### src/wakeup_params.svh
// Register map, field positions, reset values and divide tables of the wakeup counter
`ifndef WAKEUP_PARAMS_SVH
`define WAKEUP_PARAMS_SVH

`define ADDR_WIDTH      8
`define INDEX_MSB       3
`define INDEX_LSB       2
`define STATUS_INDEX    2'h0
`define COUNT_INDEX     2'h1
`define LIMIT_INDEX     2'h2

`define FLAG_BIT        7
`define CLKSEL_MSB      6
`define CLKSEL_LSB      5
`define IRQ_EN_BIT      4
`define PRESCALE_MSB    3
`define PRESCALE_LSB    0

`define FLAG_RESET      1'b0
`define COUNT_RESET     8'h00
`define LIMIT_RESET     8'h00
`define PRESCALE_OFF    4'h0
`define DIV_WIDTH       18
`define DIV_ZERO        18'h00000
`define DIV_ONE         18'h00001

// Entries for codes 15 down to 0, one 18-bit ratio each, 0 means off
`define DIV_TABLE_LOW  {18'd1000, 18'd500, 18'd100, 18'd16, 18'd10, 18'd4, 18'd2, 18'd1, \
                        18'd1024, 18'd512, 18'd256, 18'd128, 18'd64, 18'd32, 18'd8, 18'd0}
`define DIV_TABLE_HIGH {18'd200000, 18'd100000, 18'd50000, 18'd20000, 18'd10000, 18'd5000, \
                        18'd2000, 18'd1000, 18'd65536, 18'd32768, 18'd16384, 18'd8192, \
                        18'd4096, 18'd2048, 18'd1024, 18'd0}

`endif

### src/wakeup_pkg.sv
// Types shared by the wakeup counter modules
`default_nettype none
package wakeup_pkg;
    typedef enum logic [1:0] {
        src_low_power = 2'b00,
        src_external  = 2'b01,
        src_internal  = 2'b10,
        src_internal2 = 2'b11
    } clock_source_type;
    typedef logic [17:0] ratio_type;
endpackage : wakeup_pkg
`default_nettype wire

### src/periodic_wakeup_counter.sv
// Periodic wakeup counter: APB registers, 8-bit match counter and flag
// Notes on behaviour
// - Flag in status bit 7 sets on the next tick after the count reaches the match limit.
// - Writing one to the flag clears it and its request; zero leaves it.
// - Reset clears flag, clock source, interrupt enable and prescale fields.
// - Bits 6-5 pick source: 00 low-power, 01 external, 1x internal clock.
// - Writing a different clock source clears prescaler and counter.
// - With enable bit 4 set, request follows the flag; otherwise software polls.
// - Prescale bits 3-0 pick ratio; code zero stops the prescaler and counter.
// - Low source bit zero: codes 1-7 binary ratios, 8-15 decimal ratios.
// - Low source bit one: 1024 to 65536 binary, 1000 to 200000 decimal.
// - Writing a different prescale code clears prescaler and counter.
// - Count register reads the live count; writes to it are ignored.
// - Any write to the match limit clears prescaler and counter.
// - On match the count returns to zero and the flag sets.
// - With limit zero, the flag sets on every prescaler tick.
// - Reset sets the match limit and the count to zero.
// - Flag sets on the limit-to-zero step; counting continues from zero.
// - Background debug suspends counting; it resumes from the held value.
// - After reset low-power source selected, prescaler off; nonzero code starts.
//
// Design decisions made here: the APB register port and the register offsets.
`include "wakeup_params.svh"
`default_nettype none
module periodic_wakeup_counter
    import wakeup_pkg::*;
(
    input  wire logic                   pclk,
    input  wire logic                   presetn,
    input  wire logic                   psel,
    input  wire logic                   penable,
    input  wire logic                   pwrite,
    input  wire logic [`ADDR_WIDTH-1:0] paddr,
    input  wire logic [31:0]            pwdata,
    output logic      [31:0]            prdata,
    output logic                        pready,
    output logic                        pslverr,
    input  wire logic                   low_power_osc_clock,
    input  wire logic                   external_ref_clock,
    input  wire logic                   internal_ref_clock,
    input  wire logic                   debug_halt,
    output logic                        match_irq
);
    // Control and status state
    logic             match_flag_reg;
    logic             match_flag_next;
    clock_source_type clock_source_select_reg;
    clock_source_type clock_source_select_next;
    logic             match_irq_enable_reg;
    logic             match_irq_enable_next;
    logic [3:0]       prescale_select_reg;
    logic [3:0]       prescale_select_next;
    logic [7:0]       current_count_reg;
    logic [7:0]       current_count_next;
    logic [7:0]       match_limit_reg;
    logic [7:0]       match_limit_next;
    logic [31:0]      prdata_reg;
    logic [31:0]      prdata_next;

    // Bus decode
    logic             setup_phase;
    logic             access_write;
    logic [1:0]       index;
    logic             mapped;
    logic             wr_status;
    logic             wr_limit;
    logic             wr_count;
    clock_source_type new_source;
    logic [3:0]       new_prescale;

    // Counting path
    logic [2:0]       source_rise;
    logic             source_edge;
    logic             prescale_tick;
    logic             counter_clear;
    logic             count_tick;
    logic             at_limit;
    logic             match_event;

    assign index       = paddr[`INDEX_MSB:`INDEX_LSB];
    // Upper and lower address bits must be zero for a hit
    assign mapped      = (paddr[`ADDR_WIDTH-1:`INDEX_MSB+1] == '0)
                         && (paddr[`INDEX_LSB-1:0] == '0)
                         && (index != 2'h3);
    assign setup_phase  = psel && !penable;
    assign access_write = psel && penable && pwrite && mapped;
    assign wr_status    = access_write && (index == `STATUS_INDEX);
    assign wr_count     = access_write && (index == `COUNT_INDEX);
    assign wr_limit     = access_write && (index == `LIMIT_INDEX);
    assign new_source   = clock_source_type'(pwdata[`CLKSEL_MSB:`CLKSEL_LSB]);
    assign new_prescale = pwdata[`PRESCALE_MSB:`PRESCALE_LSB];

    // Zero wait states keep the bus contract simple
    assign pready  = 1'b1;
    assign pslverr = psel && penable && !mapped;
    assign prdata  = prdata_reg;

    source_edge_sync u_sync (
        .pclk        (pclk),
        .presetn     (presetn),
        .source_raw  ({internal_ref_clock, external_ref_clock, low_power_osc_clock}),
        .source_rise (source_rise)
    );

    always_comb begin
        unique case (clock_source_select_reg)
            src_low_power: source_edge = source_rise[0];
            src_external:  source_edge = source_rise[1];
            src_internal,
            src_internal2: source_edge = source_rise[2];
        endcase
    end

    // Any limit write restarts the chain; a status write only if the source or prescale code changes
    assign counter_clear = wr_limit
        || (wr_status && new_source != clock_source_select_reg)
        || (wr_status && new_prescale != prescale_select_reg);

    prescale_divider u_div (
        .pclk            (pclk),
        .presetn         (presetn),
        .clear           (counter_clear),
        .edge_in         (source_edge && !debug_halt),
        .bank_select     (clock_source_select_reg[0]),
        .prescale_select (prescale_select_reg),
        .tick_out        (prescale_tick)
    );

    // A tick in the cycle of a clear is dropped with the stale count
    assign count_tick  = prescale_tick && !counter_clear;
    assign at_limit    = current_count_reg == match_limit_reg;
    assign match_event = count_tick && at_limit;

    always_comb begin
        current_count_next = current_count_reg;
        if (counter_clear) begin
            current_count_next = `COUNT_RESET;
        end else if (count_tick) begin
            if (at_limit) begin
                current_count_next = `COUNT_RESET;
            end else begin
                current_count_next = current_count_reg + 8'h01;
            end
        end
    end

    always_comb begin
        match_flag_next          = match_flag_reg;
        clock_source_select_next = clock_source_select_reg;
        match_irq_enable_next    = match_irq_enable_reg;
        prescale_select_next     = prescale_select_reg;
        match_limit_next         = match_limit_reg;
        if (wr_status) begin
            clock_source_select_next = new_source;
            match_irq_enable_next    = pwdata[`IRQ_EN_BIT];
            prescale_select_next     = new_prescale;
            if (pwdata[`FLAG_BIT]) begin
                match_flag_next = 1'b0;
            end
        end
        if (wr_limit) begin
            match_limit_next = pwdata[7:0];
        end
        // Set beats a clear in the same cycle so no match is lost
        if (match_event) begin
            match_flag_next = 1'b1;
        end
    end

    // Count register ignores writes; reads sample the live count
    always_comb begin
        prdata_next = prdata_reg;
        if (setup_phase) begin
            prdata_next = '0;
            if (mapped) begin
                unique case (index)
                    `STATUS_INDEX: prdata_next[7:0] = {match_flag_reg, clock_source_select_reg,
                                                      match_irq_enable_reg, prescale_select_reg};
                    `COUNT_INDEX:  prdata_next[7:0] = current_count_reg;
                    `LIMIT_INDEX:  prdata_next[7:0] = match_limit_reg;
                    default:       prdata_next[7:0] = 8'h00;
                endcase
            end
        end
    end

    always_ff @(posedge pclk or negedge presetn) begin
        if (!presetn) begin
            match_flag_reg          <= `FLAG_RESET;
            clock_source_select_reg <= src_low_power;
            match_irq_enable_reg    <= `FLAG_RESET;
            prescale_select_reg     <= `PRESCALE_OFF;
            current_count_reg       <= `COUNT_RESET;
            match_limit_reg         <= `LIMIT_RESET;
            prdata_reg              <= '0;
        end else begin
            match_flag_reg          <= match_flag_next;
            clock_source_select_reg <= clock_source_select_next;
            match_irq_enable_reg    <= match_irq_enable_next;
            prescale_select_reg     <= prescale_select_next;
            current_count_reg       <= current_count_next;
            match_limit_reg         <= match_limit_next;
            prdata_reg              <= prdata_next;
        end
    end

    assign match_irq = match_flag_reg && match_irq_enable_reg;
endmodule : periodic_wakeup_counter
`default_nettype wire

### src/source_edge_sync.sv
// Two-flop synchronisers and rising-edge pulses for the three clock sources
`default_nettype none
module source_edge_sync (
    input  wire logic       pclk,
    input  wire logic       presetn,
    input  wire logic [2:0] source_raw,
    output logic      [2:0] source_rise
);
    logic [2:0] meta_reg;
    logic [2:0] meta_next;
    logic [2:0] sync_reg;
    logic [2:0] sync_next;
    logic [2:0] prev_reg;
    logic [2:0] prev_next;

    genvar i;
    generate
        for (i = 0; i < 3; i = i + 1) begin : g_src
            // Edge taken from the second stage against the third
            always_comb begin
                meta_next[i] = source_raw[i];
                sync_next[i] = meta_reg[i];
                prev_next[i] = sync_reg[i];
            end
            always_ff @(posedge pclk or negedge presetn) begin
                if (!presetn) begin
                    meta_reg[i] <= 1'b0;
                    sync_reg[i] <= 1'b0;
                    prev_reg[i] <= 1'b0;
                end else begin
                    meta_reg[i] <= meta_next[i];
                    sync_reg[i] <= sync_next[i];
                    prev_reg[i] <= prev_next[i];
                end
            end
            assign source_rise[i] = sync_reg[i] & ~prev_reg[i];
        end
    endgenerate
endmodule : source_edge_sync
`default_nettype wire

### src/prescale_divider.sv
// Prescaler: counts source edges and pulses once per selected ratio
`include "wakeup_params.svh"
`default_nettype none
module prescale_divider
    import wakeup_pkg::*;
(
    input  wire logic       pclk,
    input  wire logic       presetn,
    input  wire logic       clear,
    input  wire logic       edge_in,
    input  wire logic       bank_select,
    input  wire logic [3:0] prescale_select,
    output logic            tick_out
);
    localparam logic [16*`DIV_WIDTH-1:0] table_low  = `DIV_TABLE_LOW;
    localparam logic [16*`DIV_WIDTH-1:0] table_high = `DIV_TABLE_HIGH;

    ratio_type ratio;
    ratio_type div_reg;
    ratio_type div_next;
    logic      tick_reg;
    logic      tick_next;

    always_comb begin
        if (bank_select) begin
            ratio = table_high[prescale_select*`DIV_WIDTH +: `DIV_WIDTH];
        end else begin
            ratio = table_low[prescale_select*`DIV_WIDTH +: `DIV_WIDTH];
        end
    end

    always_comb begin
        div_next  = div_reg;
        tick_next = 1'b0;
        if (clear) begin
            div_next = `DIV_ZERO;
        end else if (edge_in && ratio != `DIV_ZERO) begin
            if (div_reg >= ratio - `DIV_ONE) begin
                div_next  = `DIV_ZERO;
                tick_next = 1'b1;
            end else begin
                div_next = div_reg + `DIV_ONE;
            end
        end
    end

    always_ff @(posedge pclk or negedge presetn) begin
        if (!presetn) begin
            div_reg  <= `DIV_ZERO;
            tick_reg <= 1'b0;
        end else begin
            div_reg  <= div_next;
            tick_reg <= tick_next;
        end
    end

    assign tick_out = tick_reg;
endmodule : prescale_divider
`default_nettype wire

### config.mk
export PLATFORM = sky130hd
export DESIGN_NAME = periodic_wakeup_counter
export DESIGN_NICKNAME = d
export VERILOG_FILES = /design/src/wakeup_pkg.sv /design/src/periodic_wakeup_counter.sv /design/src/source_edge_sync.sv /design/src/prescale_divider.sv
export VERILOG_INCLUDE_DIRS = /design/src /design/src/src
export SDC_FILE = /design/constraint.sdc
export NUM_CORES = 1
export LEC_CHECK = 0
export BUFFER_PORTS_ARGS = -buffer_cell sky130_fd_sc_hd__buf_2
export CELL_PAD_IN_SITES_DETAIL_PLACEMENT = 2
export CELL_PAD_IN_SITES_GLOBAL_PLACEMENT = 2
export CORE_MARGIN = 3
export CORE_UTILIZATION = 30
export CTS_CLUSTER_SIZE = 8
export DETAILED_ROUTE_END_ITERATION = 8
export PLACE_DENSITY_LB_ADDON = 0.1
export SLEW_MARGIN = 40
export SYNTH_ARGS = -nofsm -noshare
export SYNTH_HDL_FRONTEND = slang
export SYNTH_SLANG_ARGS = --single-unit
export TNS_END_PERCENT = 1
### constraint.sdc
create_clock -name pclk -period 6.11 [get_ports pclk]
set_input_delay 0.611 -clock pclk [delete_from_list [all_inputs] [get_ports pclk]]
set_output_delay 0.611 -clock pclk [all_outputs]
set_load 0.01 [all_outputs]
**Yosys cells after proc, flatten, opt, wreduce, memory -nomap -nowiden**

Cells that the tools add are included.

- Latch bits: 0
- Logic and storage cells: 89
- ROM bits: 0
- Bits in writable memories: 0
- Register bits: 60
- Input port bits: 49
- Memories kept: 0
- Output and inout bits: 35

- Eq/ne operators: 9
- Multiplexer cells: 16
- Bitwise gates (word level): 6
- Div/mod/pow operators: 0
- Reductions and logical operators: 33
- Multiply operators: 1
- Shift-type cells: 2
- Add/sub/neg operators: 3
- Order comparisons: 1

Operators by type and width:

| cell | count |
|---|---|
| 288-bit by 10-bit indexed part select with 18-bit output (first input constant) | 2 |
| 18-bit two-way mux | 4 |
| 8-bit two-way mux | 4 |
| 8-bit one-hot mux with 3 select lines | 1 |
| 18-bit by 1-bit adder with 18-bit output (second input constant) | 1 |
| 18-bit >= comparator | 1 |
| 18-bit nonzero test | 1 |
| 18-bit by 1-bit subtractor with 18-bit output (second input constant) | 1 |
| 1-bit logical AND | 16 |
| 8-bit by 1-bit adder with 8-bit output (second input constant) | 1 |
| 8-bit equality test | 1 |
| 4-bit by 4-bit multiplier with 8-bit output (second input constant) | 1 |
| 2-bit nonzero test | 4 |
| 2-bit equality test (second input constant) | 3 |
| 2-bit zero test | 3 |
| 1-bit two-way mux | 6 |
| 2-bit by 1-bit equality test with 1-bit output (second input constant) | 2 |
| 1-bit zero test | 4 |
| 4-bit zero test | 1 |
| 4-bit inequality test | 1 |
| 1-bit AND | 3 |
| 1-bit inverter | 3 |
| 1-bit one-hot mux with 3 select lines | 1 |
| 1-bit logical OR | 2 |
| other kinds (4) | 4 |

**Longest topological paths before layout**

Gate-level depths: netlist of the first run.

- Depth after elaboration: 13
- Mapped depth: 19
- Gate-level depth less buffers: 17

**Cells and area by module**

Synthesis of the first run repeated with hierarchy kept, for this count alone.

- Cells, all modules: 493
- Area, all modules: 4599.4 sq um

Modules (own cells, without submodules):

| module | times used | sequential area each (sq um) | area an instance (sq um) | cells each |
|---|---|---|---|---|
| prescale_divider | 1 | 475.5 | 2369.8 | 294 |
| periodic_wakeup_counter | 1 | 800.8 | 1963.1 | 187 |
| source_edge_sync | 1 | 225.2 | 266.5 | 12 |

**Worst setup path after synthesis of the first run**

Ideal clock, no wire load.

- Path type: register to register
- Start: register clock_source_select_reg[0]
- End: register u_div.div_reg[17]
- Path buffers: 1
- Setup slack: 1300 ps
- Data arrival time: 4700 ps
- Setup time: 110 ps
- Clock period less this slack: 4810 ps
- Data required time: 6000 ps
- Stages on the path, launching flop included: 17
- Cells stage by stage: dfrtp_1 buf_2 inv_1 ha_1 mux2i_1 o221ai_1 or2_2 or3_4 or3_4 or3_4 xnor2_2 ha_1 a2111oi_0 a21oi_1 nor2_1 nand3b_1 o41ai_1

- Longest elaborated chain between the ends: 6
- Elaborated cells between the ends (all ways): 20
- Those cells by class: add/sub (1); order compare (1); eq/ne (4); mux (5); reduce/logical (9)

RTL lines:

| what | RTL line | source |
|---|---|---|
| from (decl) | periodic_wakeup_counter.sv:47 | `clock_source_type clock_source_select_reg;` |
| from (signal assigned) | periodic_wakeup_counter.sv:190 | `clock_source_select_reg <= src_low_power;` |
| from (signal assigned) | periodic_wakeup_counter.sv:198 | `clock_source_select_reg <= clock_source_select_next;` |
| 18-bit two-way mux or 2-bit equality test (tied branches) | prescale_divider.sv:25, periodic_wakeup_counter.sv:106 |  |
| 18-bit by 1-bit subtractor with 18-bit output (no line) or 2-bit OR reduction (tied branches) | - |  |
| 18-bit >= comparator (no line) or 1-bit one-hot mux with 3 select lines (tied branches) | - |  |
| 18-bit two-way mux or 1-bit logical AND (tied branches) | prescale_divider.sv:38, periodic_wakeup_counter.sv:123 |  |
| 18-bit two-way mux or 1-bit logical AND (tied branches) | - |  |
| 18-bit two-way mux or 2-bit nonzero test (tied branches) | - |  |
| to (signal assigned) | prescale_divider.sv:49 | `` div_reg <= `DIV_ZERO; `` |
| to (signal assigned) | prescale_divider.sv:52 | `div_reg <= div_next;` |
| to (decl) | prescale_divider.sv:19 | `ratio_type div_reg;` |

Several ways; a longest one is shown, not always the timed one. The select of a mux whose other input is x is not followed.
A chain may end at the register's enable or synchronous reset.

**Worst setup path after layout of the first run**

Ends and elaborated chain as after synthesis.

==> flow_metrics.py, run 1 <==
metrics = {
    "synthesis": {
        "synth_top_cell_by_area": "dfrtp_1",
        "synth-async-reset-ratio": 1.00,
        "ys.flop_type": "dfrtp_1",
        "syn_avg_cell_area_um2": 8.90,
        "yosysWarnings": 0,
        "ys_seq_elements": 60,
        "post-synth-top-count-cell": "dfrtp_1",
        "synthTopCellsByArea": "dfrtp_1 33%, ha_1 7.2%, buf_4 4.2%, mux2_2 3.5%, nand2_1 3.5%",
        "synth_cells": 505,
        "ys_types": 67,
        "netlist_area_um2": 4490,
        "seq_area_frac_synth": 0.334,
        "synth_common_cells": "60 x dfrtp_1, 42 x nand2_1, 38 x nor2_1",
        "synth-edff-count": 0,
        "synth_top_area_frac": 0.334,
    },
    "power_and_ir_drop": {
        "clock_power_share": 0.477,
        "p_per_area_nw_per_um2": 231,
        "sw_frac_of_total": 0.279,
        "leakagePower_nw": 2.31,
        "peakVddDrop_mv": 0.184,
        "intPower_uw": 847,
        "combinationalPowerShare": 0.140,
        "p_sw_uw": 327,
        "seqPwrFrac": 0.383,
    },
    "placement": {
        "io_buffer_count": 34,
        "dp_slack_ps": 488,
        "hpwl_um": 10300,
        "dpl-instance-area_um2": 4760,
        "gp_routability_congestion": 0.790,
    },
    "drt": {
        "vias": 3918,
        "vias_per_cell": 5.41,
        "drc": 0,
        "wire_per_inst_um": 19.1,
        "dr.pass1.iters": 4,
        "drt_wl_total_um": 13900,
        "ant_nets": 0,
        "drt_iter0_drc": 145,
    },
    "floorplanning": {
        "initial_utilization": 0.308,
        "rows": 44,
        "fp.dieH_um": 128,
        "die_w_um": 128,
        "core_um2": 14600,
        "dieArea_um2": 16500,
        "ios": 84,
    },
    "timing": {
        "clock-skew-final_ps": 12.5,
        "fmax_mhz": 178,
        "worst_slew_pin_slew_ps": 732,
        "finalCriticalPeriod_ps": 5610,
        "tns_ps": 0,
        "layout_setup_ws_ps": 502,
        "hold_violations": 0,
        "finalMaxSlewViolations": 0,
        "maxSlewHeadroom": 0.512,
        "finalCritPeriodShare": 0.918,
        "finalSetupViolCount": 0,
        "rsz0062_at_grt": "no",
    },
    "outcome": {
        "outcome": "complete, no violations",
    },
    "clocking": {
        "clock_sinks": 60,
        "postCtsHoldBufs": 0,
        "cts_tree": "built",
        "clk_path_buf_depth": 2,
        "cts_buffers": 9,
        "path_clk_slew_ps": 60,
        "clk_latency_ps": 340,
        "htreeDepth": 3,
        "cts-root-buf": "clkbuf_16",
        "cts_resized": 0,
        "post-cts-setup-buffers": 0,
    },
    "layout": {
        "drive_gt1_frac": 0.163,
        "area_growth_pct": 13.1,
        "largest_reg_flops": 18,
        "multi_input_area_um2": 2750,
        "post-route-util": 0.348,
        "nFillCells": 1634,
        "diodes": 0,
        "design_area_um2": 5080,
        "nets": 610,
        "register_area_um2": 1500,
    },
    "global_routing": {
        "grt_pass1_vias": 4263,
        "top_usage_layer": "met2",
        "antenna_found_initial": 0,
        "met2_usage": 0.287,
        "grt_overflow": 0,
        "track_usage": 0.174,
        "grt_max_degree": 61,
        "met3_usage": 0.0253,
        "grt_pass1_wl_um": 22900,
        "gr-usage-met1": 0.240,
    },
    "worst_setup_path": {
        "critPathKind": "flip-flop to flip-flop",
        "start_kind": "flip-flop",
        "cp.arrival_ps": 5820,
        "crit_required_ps": 6320,
        "worstPathMaxFanout": 11,
        "cp-end-kind": "flip-flop",
        "regToRegSetupSlack_ps": 500,
    },
    "run": {
        "drv_cap": 0,
    },
    "hold_path": {
        "min_path_type": "flip-flop to flip-flop",
    },
}
-- through the flow --
step / power (mW) / hold slack, ps / cells
6_report: 1.17 / 349 / 724
5_1_grt: 1.24 / 367 / 724
4_1_cts: 1.20 / 354 / 724
3_5_place_dp: 0.622 / 341 / 708
3_3_place_gp: 0.612 / 333 / 708
2_1_floorplan: 0.571 / 315 / 528
-- power by group through the flow --
stage	clock network [mW]	logic (mW)	registers (mW)
5_1_grt	0.592	0.193	0.454
4_1_cts	0.579	0.167	0.450
6_report	0.560	0.164	0.450
2_1_floorplan	0	0.129	0.442
3_5_place_dp	0	0.165	0.457
3_3_place_gp	0	0.157	0.455
-- critical path: stages, from the launching register on --
cell and delay [ps]:
dfrtp_1 550, ha_1 410, nand2b_1 170, a21boi_0 100, o22ai_1 500, or4b_1 520
or3_4 410, or3_4 380, xnor2_2 150, ha_1 340, a2111oi_0 470, a21oi_1 270
nor2_1 390, nand3b_1 370, o41ai_1 450
-- cell families (layout without fill, tap and decap cells) --
| logic type | Yosys count | in the layout | synth area share |
|---|---|---|---|
| compound gates | 115 | 115 | 0.170 |
| xor+xnor | 27 | 27 | 0.0543 |
| fa+ha+maj | 26 | 26 | 0.0724 |
| buf+inv | 56 | 68 | 0.0743 |
| flops | 60 | 60 | 0.334 |
| mux | 25 | 25 | 0.0596 |
| other cells | 2 | 25 | 0.00167 |
| simple gates | 194 | 194 | 0.234 |
-- per-layer routing --
metal | vias up | part of all wire | routed length [um]
met4 | 0 | 0.010 | 143
met3 | 11 | 0.027 | 380
met2 | 49 | 0.48 | 6590
met5 | - | 0 | 0
li1 | 1866 | - | -
met1 | 1992 | 0.49 | 6740
-- cells in the final DEF, fill, tap and decap left out, drive strengths merged, types with 5 or more instances in the layout --
master	n
a21oi	24
a32oi	9
and3	19
buf	44
clkbuf	9
conb	25
dfrtp	60
ha	26
inv	9
mux2	14
mux2i	11
nand2	42
nand2b	11
nand3	19
nand4	12
nor2	39
nor2b	7
nor3	9
o21ai	28
o31ai	14
or2	5
or3	8
xnor2	16
xor2	11
-- area by class of cell --
cell class,instances,area share
Clock buffer,9,0.0443
Clock inverter,7,0.0194
Inverter,8,0.00591
Multi-Input combinational cell,412,0.541
Sequential cell,60,0.295
Tap cell,184,0.0453
Timing Repair Buffer,44,0.0490
-- path summary, 6_finish.rpt --
| kind | from | to | cells after the start |
|---|---|---|---|
| hold / removal | u_sync.meta_reg[1] | u_sync.prev_next[1] | 0 |
| setup reg to reg | clock_source_select_reg[0] | u_div.div_reg[17] | 14 |
| setup / recovery | clock_source_select_reg[0] | u_div.div_reg[17] | 14 |
| min in group asynchronous | presetn | u_div.div_reg[2] | 2 |
| hold reg to reg | u_sync.meta_reg[1] | u_sync.prev_next[1] | 0 |
| max in group asynchronous | presetn | u_div.div_reg[17] | 2 |
(Power assumes the default switching activity.)
==> run 2, diff against run 1 <==
- clock period: 6.11 -> 5.4 ns (I/O delays scaled with it)
==> run 2 against run 1 <==
  * Critical path depth up 1
  * Clock power up 15%
  * First-iteration DRC count is 0.69% higher
  * Critical endpoint is now u_div.div_reg[8]
  * Largest cell class unchanged
==> flow_metrics.py, run 2 (synthesis gave the netlist of run 1 again) <==
metrics = {
    "power_and_ir_drop": {
        "p_sw_uw": 378,
        "seqPwrFrac": 0.378,
        "leakagePower_nw": 2.41,
        "peakVddDrop_mv": 0.145,
        "fin_total_pwr_mw": 1.34,
        "sw_frac_of_total": 0.282,
        "intPower_uw": 964,
        "p_per_area_nw_per_um2": 256,
        "clock_power_share": 0.479,
        "combinationalPowerShare": 0.143,
    },
    "layout": {
        "largest_reg_flops": 18,
        "design_area_um2": 5250,
        "drive_gt1_frac": 0.205,
        "final_cell_mix": "57 x dfrtp_1, 42 x nand2_1, 36 x nor2_1",
        "fin_cells": 745,
        "diodes": 0,
        "final_common_cell": "dfrtp_1",
        "area_growth_pct": 16.8,
        "nets": 631,
    },
    "drt": {
        "wire_per_inst_um": 18.9,
        "drt_iter0_drc": 146,
        "vias_per_cell": 5.33,
        "vias": 3970,
        "dr.pass1.iters": 4,
        "drc": 0,
        "ant_nets": 0,
        "drt_wl_total_um": 14100,
    },
    "global_routing": {
        "grt_overflow": 0,
        "met2_usage": 0.292,
        "gr-usage-met1": 0.242,
        "track_usage": 0.176,
        "top_usage_layer": "met2",
        "grt_max_degree": 61,
        "antenna_found_initial": 0,
        "grt_pass1_wl_um": 23000,
        "met3_usage": 0.0249,
        "grt_pass1_vias": 4193,
    },
    "worst_setup_path": {
        "worstRegToRegCells": 15,
        "cp.arrival_ps": 5290,
        "worstPathMaxFanout": 10,
        "cp-end-kind": "flip-flop",
        "start_kind": "flip-flop",
        "crit_required_ps": 5650,
        "critPathKind": "flip-flop to flip-flop",
        "crit_start": "clock_source_select_reg[0]",
        "r2r_end": "u_div.div_reg[8]",
        "regToRegSetupSlack_ps": 360,
        "timing.rr.start": "clock_source_select_reg[0]",
    },
    "timing": {
        "finalCriticalPeriod_ps": 5040,
        "tns_ps": 0,
        "layout_setup_ws_ps": 360,
        "finalMaxSlewViolations": 0,
        "maxSlewHeadroom": 0.572,
        "hold_violations": 0,
        "finalSetupViolCount": 0,
        "worst_slew_pin_slew_ps": 640,
        "fmax_mhz": 198,
        "finalCritPeriodShare": 0.933,
        "clock-skew-final_ps": 10.3,
        "rsz0062_at_grt": "no",
    },
    "clocking": {
        "post-cts-setup-buffers": 0,
        "cts_tree": "built",
        "htreeDepth": 3,
        "clk_path_buf_depth": 2,
        "clock_sinks": 60,
        "cts_buffers": 9,
        "cts-root-buf": "clkbuf_16",
        "path_clk_slew_ps": 60,
        "clk_latency_ps": 340,
    },
    "placement": {
        "dp_cells": 729,
        "hpwl_um": 10600,
        "gp_routability_congestion": 0.751,
        "io_buffer_count": 34,
        "dpl-instance-area_um2": 4910,
        "dp_slack_ps": 16.1,
    },
    "floorplanning": {
        "ios": 84,
        "initial_utilization": 0.308,
        "fp.dieH_um": 128,
        "core_um2": 14600,
        "rows": 44,
        "die_w_um": 128,
        "dieArea_um2": 16500,
    },
    "outcome": {
        "outcome": "complete, no violations",
    },
    "run": {
        "drv_cap": 0,
    },
    "hold_path": {
        "min_path_type": "input port to async pin",
    },
}
==> run 2: changes by cell type in the layout (fill, tap and decap cells not counted) <==
cell	previous run	this run
buf_4	9	30
dfrtp_1	60	57
dfrtp_2	0	3
a21o_1	3	2
a21o_2	0	1
a41o_1	1	0
a41o_2	0	1
clkinv_4	2	1
inv_6	1	2
nor2_1	37	36
nor2_2	2	3
==> run 2: per-layer routing <==
| layer | vias up | part of all wire |
|---|---|---|
| met5 | - | 0 |
| met4 | 0 | 0.012 |
| met3 | 13 | 0.025 |
| met2 | 55 | 0.48 |
| met1 | 1990 | 0.49 |
| li1 | 1912 | - |
==> run 2: worst max-delay path: stages (launching register included) <==
cell	delay, ps
dfrtp_1	430
inv_1	120
ha_1	340
mux2i_1	190
o221ai_1	190
or2_2	340
or3_4	400
or3_4	360
or3_4	390
xnor2_2	140
ha_1	300
a2111oi_0	460
a21oi_1	200
nor2_2	400
or4bb_1	530
a21oi_1	180
==> run 2: power by group through the flow <==
stage / sequential, mW / combinational [mW] / clock [mW]
after floorplan: 0.500 / 0.146 / 0
after global placement: 0.514 / 0.185 / 0
after detailed placement: 0.516 / 0.195 / 0
after CTS: 0.508 / 0.196 / 0.660
after global routing: 0.513 / 0.222 / 0.678
final: 0.508 / 0.192 / 0.643
==> run 2: worst max path at each step <==
stage                         to  slack (ps)  depth (start not counted)
5_1_grt         u_div.div_reg[8]          30                         14
3_3_place_gp   u_div.div_reg[10]         170                         13
2_1_floorplan  u_div.div_reg[17]         590                         16
6_report        u_div.div_reg[8]         360                         15
4_1_cts         u_div.div_reg[8]         170                         13
3_5_place_dp    u_div.div_reg[9]          20                         14
==> run 2: timing repair <==
action                                  4_1_cts  5_1_grt
hold buffers                                  0        0
endpoints found under the setup margin        2       12
resized for setup                             1        3
==> run 2: cell type report <==
class / count / area (um^2)
fill: 1621 / 9340
multi-input combinational: 412 / 2750
sequential: 60 / 1510
timing repair buffer: 65 / 407
tap: 184 / 230
clock buffer: 9 / 225
clock inverter: 7 / 98.8
inverter: 8 / 30.0
==> run 2: per-stage QoR <==
step                utilization  hold WS, ps
floorplan                     -          244
global placement          0.337          334
detailed placement        0.337          340
CTS                       0.359          293
global route              0.360          293
finish                    0.360          294
==> run 3, diff against run 2 <==
- ABC_AREA: not set -> 1
- SETUP_SLACK_MARGIN: not set -> 0.15
==> run 3 against run 2 <==
  * Sequential power shrank 8.5%
  * Worst setup slack gained 1000 ps
  * Count of clock-buffer cells in the layout grew 3
  * Die area grew 6.1%
  * Clock skew shrank 6.0 ps
  * Clock power shrank 20%
  * Total power shrank 20%
  * Utilization shrank 1.7 points
  * Final cell count grew 21%
  * Synthesized area grew 6.4%
  * Sequential cell count is the same
  * Critical path type unchanged
  * Largest cell class unchanged
==> flow_metrics.py, run 3 <==
metrics = {
    "outcome": {
        "outcome": "complete, no violations",
    },
    "floorplanning": {
        "die_w_um": 132,
        "rows": 45,
        "fp.dieH_um": 132,
        "ios": 84,
        "core_um2": 15400,
        "initial_utilization": 0.311,
        "dieArea_um2": 17500,
    },
    "synthesis": {
        "ys.flop_type": "dfrtp_1",
        "synth_cells": 657,
        "ys_types": 37,
        "yosysWarnings": 0,
        "synth_top_area_frac": 0.314,
        "synth-async-reset-ratio": 1.00,
        "syn_avg_cell_area_um2": 7.28,
        "ys_seq_elements": 60,
        "post-synth-top-count-cell": "nand2_1",
        "netlist_area_um2": 4780,
        "synth_common_cells": "143 x nand2_1, 79 x nor2_1, 60 x dfrtp_1, 60 x inv_1, 47 x nand3_1",
        "synth_top_cell_by_area": "dfrtp_1",
        "synth-edff-count": 0,
        "synthTopCellsByArea": "dfrtp_1 31%, nand2_1 11%, ha_1 6.8%, nor2_1 6.2%, xor2_1 5.1%",
        "seq_area_frac_synth": 0.314,
    },
    "clocking": {
        "clk_path_buf_depth": 2,
        "cts_tree": "built",
        "postCtsHoldBufs": 0,
        "clk_latency_ps": 340,
        "path_clk_slew_ps": 50,
        "cts-root-buf": "clkbuf_16",
        "htreeDepth": 3,
        "post-cts-setup-buffers": 0,
        "clock_sinks": 60,
        "cts_resized": 0,
        "cts_buffers": 9,
    },
    "power_and_ir_drop": {
        "seqPwrFrac": 0.435,
        "p_sw_uw": 279,
        "sw_frac_of_total": 0.261,
        "peakVddDrop_mv": 0.174,
        "clock_power_share": 0.479,
        "p_per_area_nw_per_um2": 203,
        "intPower_uw": 789,
        "combinationalPowerShare": 0.085,
        "leakagePower_nw": 2.74,
    },
    "layout": {
        "nets": 760,
        "area_growth_pct": 10.2,
        "final_cell_mix": "143 x nand2_1, 78 x nor2_1, 60 x inv_1, 60 x dfrtp_1, 47 x nand3_1",
        "fin_cells": 900,
        "drive_gt1_frac": 0.123,
        "nFillCells": 1860,
        "diodes": 0,
        "final_common_cell": "nand2_1",
        "largest_reg_flops": 18,
    },
    "drt": {
        "drt_iter0_drc": 136,
        "dr.pass1.iters": 4,
        "drc": 0,
        "vias_per_cell": 4.89,
        "ant_nets": 0,
        "drt_wl_total_um": 14900,
        "wire_per_inst_um": 16.5,
        "vias": 4405,
    },
    "worst_setup_path": {
        "r2r_end": "u_div.div_reg[6]",
        "crit_required_ps": 5630,
        "crit_buf_inv": 2,
        "regToRegSetupSlack_ps": 1360,
        "start_kind": "flip-flop",
        "crit_chain": "inv_1, ha_1, nand3_2, nand2_2, nand2_2, nand2_1, nor2_1, nand2_1, nor3_1, nand2_1, xor2_1, ha_1, nand2_1, nor2_1, nand2_1, nor2_1, nand2_1, nand4_1, buf_4, nor2_1, nand4_1, nand2_1",
        "crit_path_top_delay_cell": "dfrtp_1",
        "timing.rr.start": "clock_source_select_reg[0]",
        "worstPathMaxFanout": 19,
        "cp-end-kind": "flip-flop",
        "crit_family": "simple AND/OR/NAND/NOR gates",
        "critPathKind": "flip-flop to flip-flop",
        "worstRegToRegCells": 22,
        "cp_common_cell": "nand2_1",
        "cp.arrival_ps": 4270,
        "max_stage_delay_ps": 610,
    },
    "placement": {
        "gp_routability_congestion": 0.788,
        "hpwl_um": 11500,
        "io_buffer_count": 34,
        "dp_slack_ps": 1290,
        "dp_cells": 885,
    },
    "global_routing": {
        "grt_overflow": 0,
        "antenna_found_initial": 0,
        "grt_pass1_vias": 4732,
        "grt_pass1_wl_um": 24900,
        "track_usage": 0.176,
        "grt_max_degree": 61,
    },
    "timing": {
        "hold_violations": 0,
        "layout_setup_ws_ps": 1360,
        "tns_ps": 0,
        "finalCriticalPeriod_ps": 4040,
        "finalCritPeriodShare": 0.747,
        "maxSlewHeadroom": 0.490,
        "fmax_mhz": 248,
        "worst_slew_pin_slew_ps": 764,
        "clock-skew-final_ps": 4.25,
        "finalSetupViolCount": 0,
        "whs_ps": 256,
        "rsz0062_at_grt": "no",
        "finalMaxSlewViolations": 0,
    },
    "hold_path": {
        "min_path_type": "input port to async pin",
    },
    "run": {
        "drv_cap": 0,
    },
}
## run 3: changes by cell type in the layout (fill, tap and decap cells not counted), moves of 16 or more
cell / previous run / this run
inv_1: 7 / 60
o21ai_0: 19 / 46
nand4_1: 12 / 28
and3_1: 19 / 1
nand3_1: 19 / 47
nor2_1: 36 / 78
xor2_1: 11 / 28
buf_4: 30 / 2
nand2_1: 42 / 143
## run 3: power by group through the flow
stage / clock, mW / combinational (mW) / sequential [mW]
finish: 0.512 / 0.0910 / 0.465
global route: 0.550 / 0.106 / 0.466
CTS: 0.532 / 0.0935 / 0.465
detailed placement: 0 / 0.0927 / 0.473
global placement: 0 / 0.0890 / 0.472
floorplan: 0 / 0.0723 / 0.469
## run 3: metal layers
metal | GRT usage | wire (um) | up-vias | share of wire
li1 | - | - | 2156 | -
met1 | 0.215 | 6710 | 2191 | 0.45
met2 | 0.314 | 7590 | 44 | 0.51
met3 | 0.0282 | 288 | 14 | 0.019
met4 | 0.0624 | 296 | 0 | 0.020
met5 | 0 | 0 | - | 0
## run 3: worst max path at each step
stage	end	cells after the start	startpoint	slack [ps]
5_1_grt	u_div.div_reg[12]	22	clock_source_select_reg[0]	810
3_3_place_gp	u_div.div_reg[14]	22	clock_source_select_reg[0]	1430
6_report	u_div.div_reg[6]	22	clock_source_select_reg[0]	1360
3_5_place_dp	u_div.div_reg[13]	22	clock_source_select_reg[0]	1290
2_1_floorplan	u_div.div_reg[2]	23	clock_source_select_reg[0]	2010
4_1_cts	u_div.div_reg[13]	22	clock_source_select_reg[0]	1270
## run 3: logic make-up (layout without fill, tap and decap cells)
family | Yosys count | in the layout | synth area share
and+or+nand+nor | 339 | 339 | 0.327
buffers and inverters | 107 | 116 | 0.116
AOI/OAI and AO/OA | 78 | 78 | 0.0903
DFF | 60 | 60 | 0.314
xor gates and xnor gates | 45 | 45 | 0.0824
adders and majority gates | 26 | 26 | 0.0680
other | 2 | 25 | 0.00157
## run 3: layout make-up
class / count / area (um^2) / share of cell area
clock buffer: 12 / 236 / 0.0449
clock inverter: 3 / 15.0 / 0.00285
inverter: 64 / 241 / 0.0458
multi-input combinational: 513 / 2810 / 0.534
sequential: 60 / 1500 / 0.285
tap: 211 / 264 / 0.0501
timing repair buffer: 37 / 196 / 0.0373
## run 3: per-stage QoR
stage	area, um^2	power, mW	utilization
CTS	5260	1.09	0.342
global route	5270	1.12	0.343
detailed placement	5010	0.565	0.326
global placement	5010	0.561	0.326
floorplan	4870	0.541	-
finish	5270	1.07	0.343
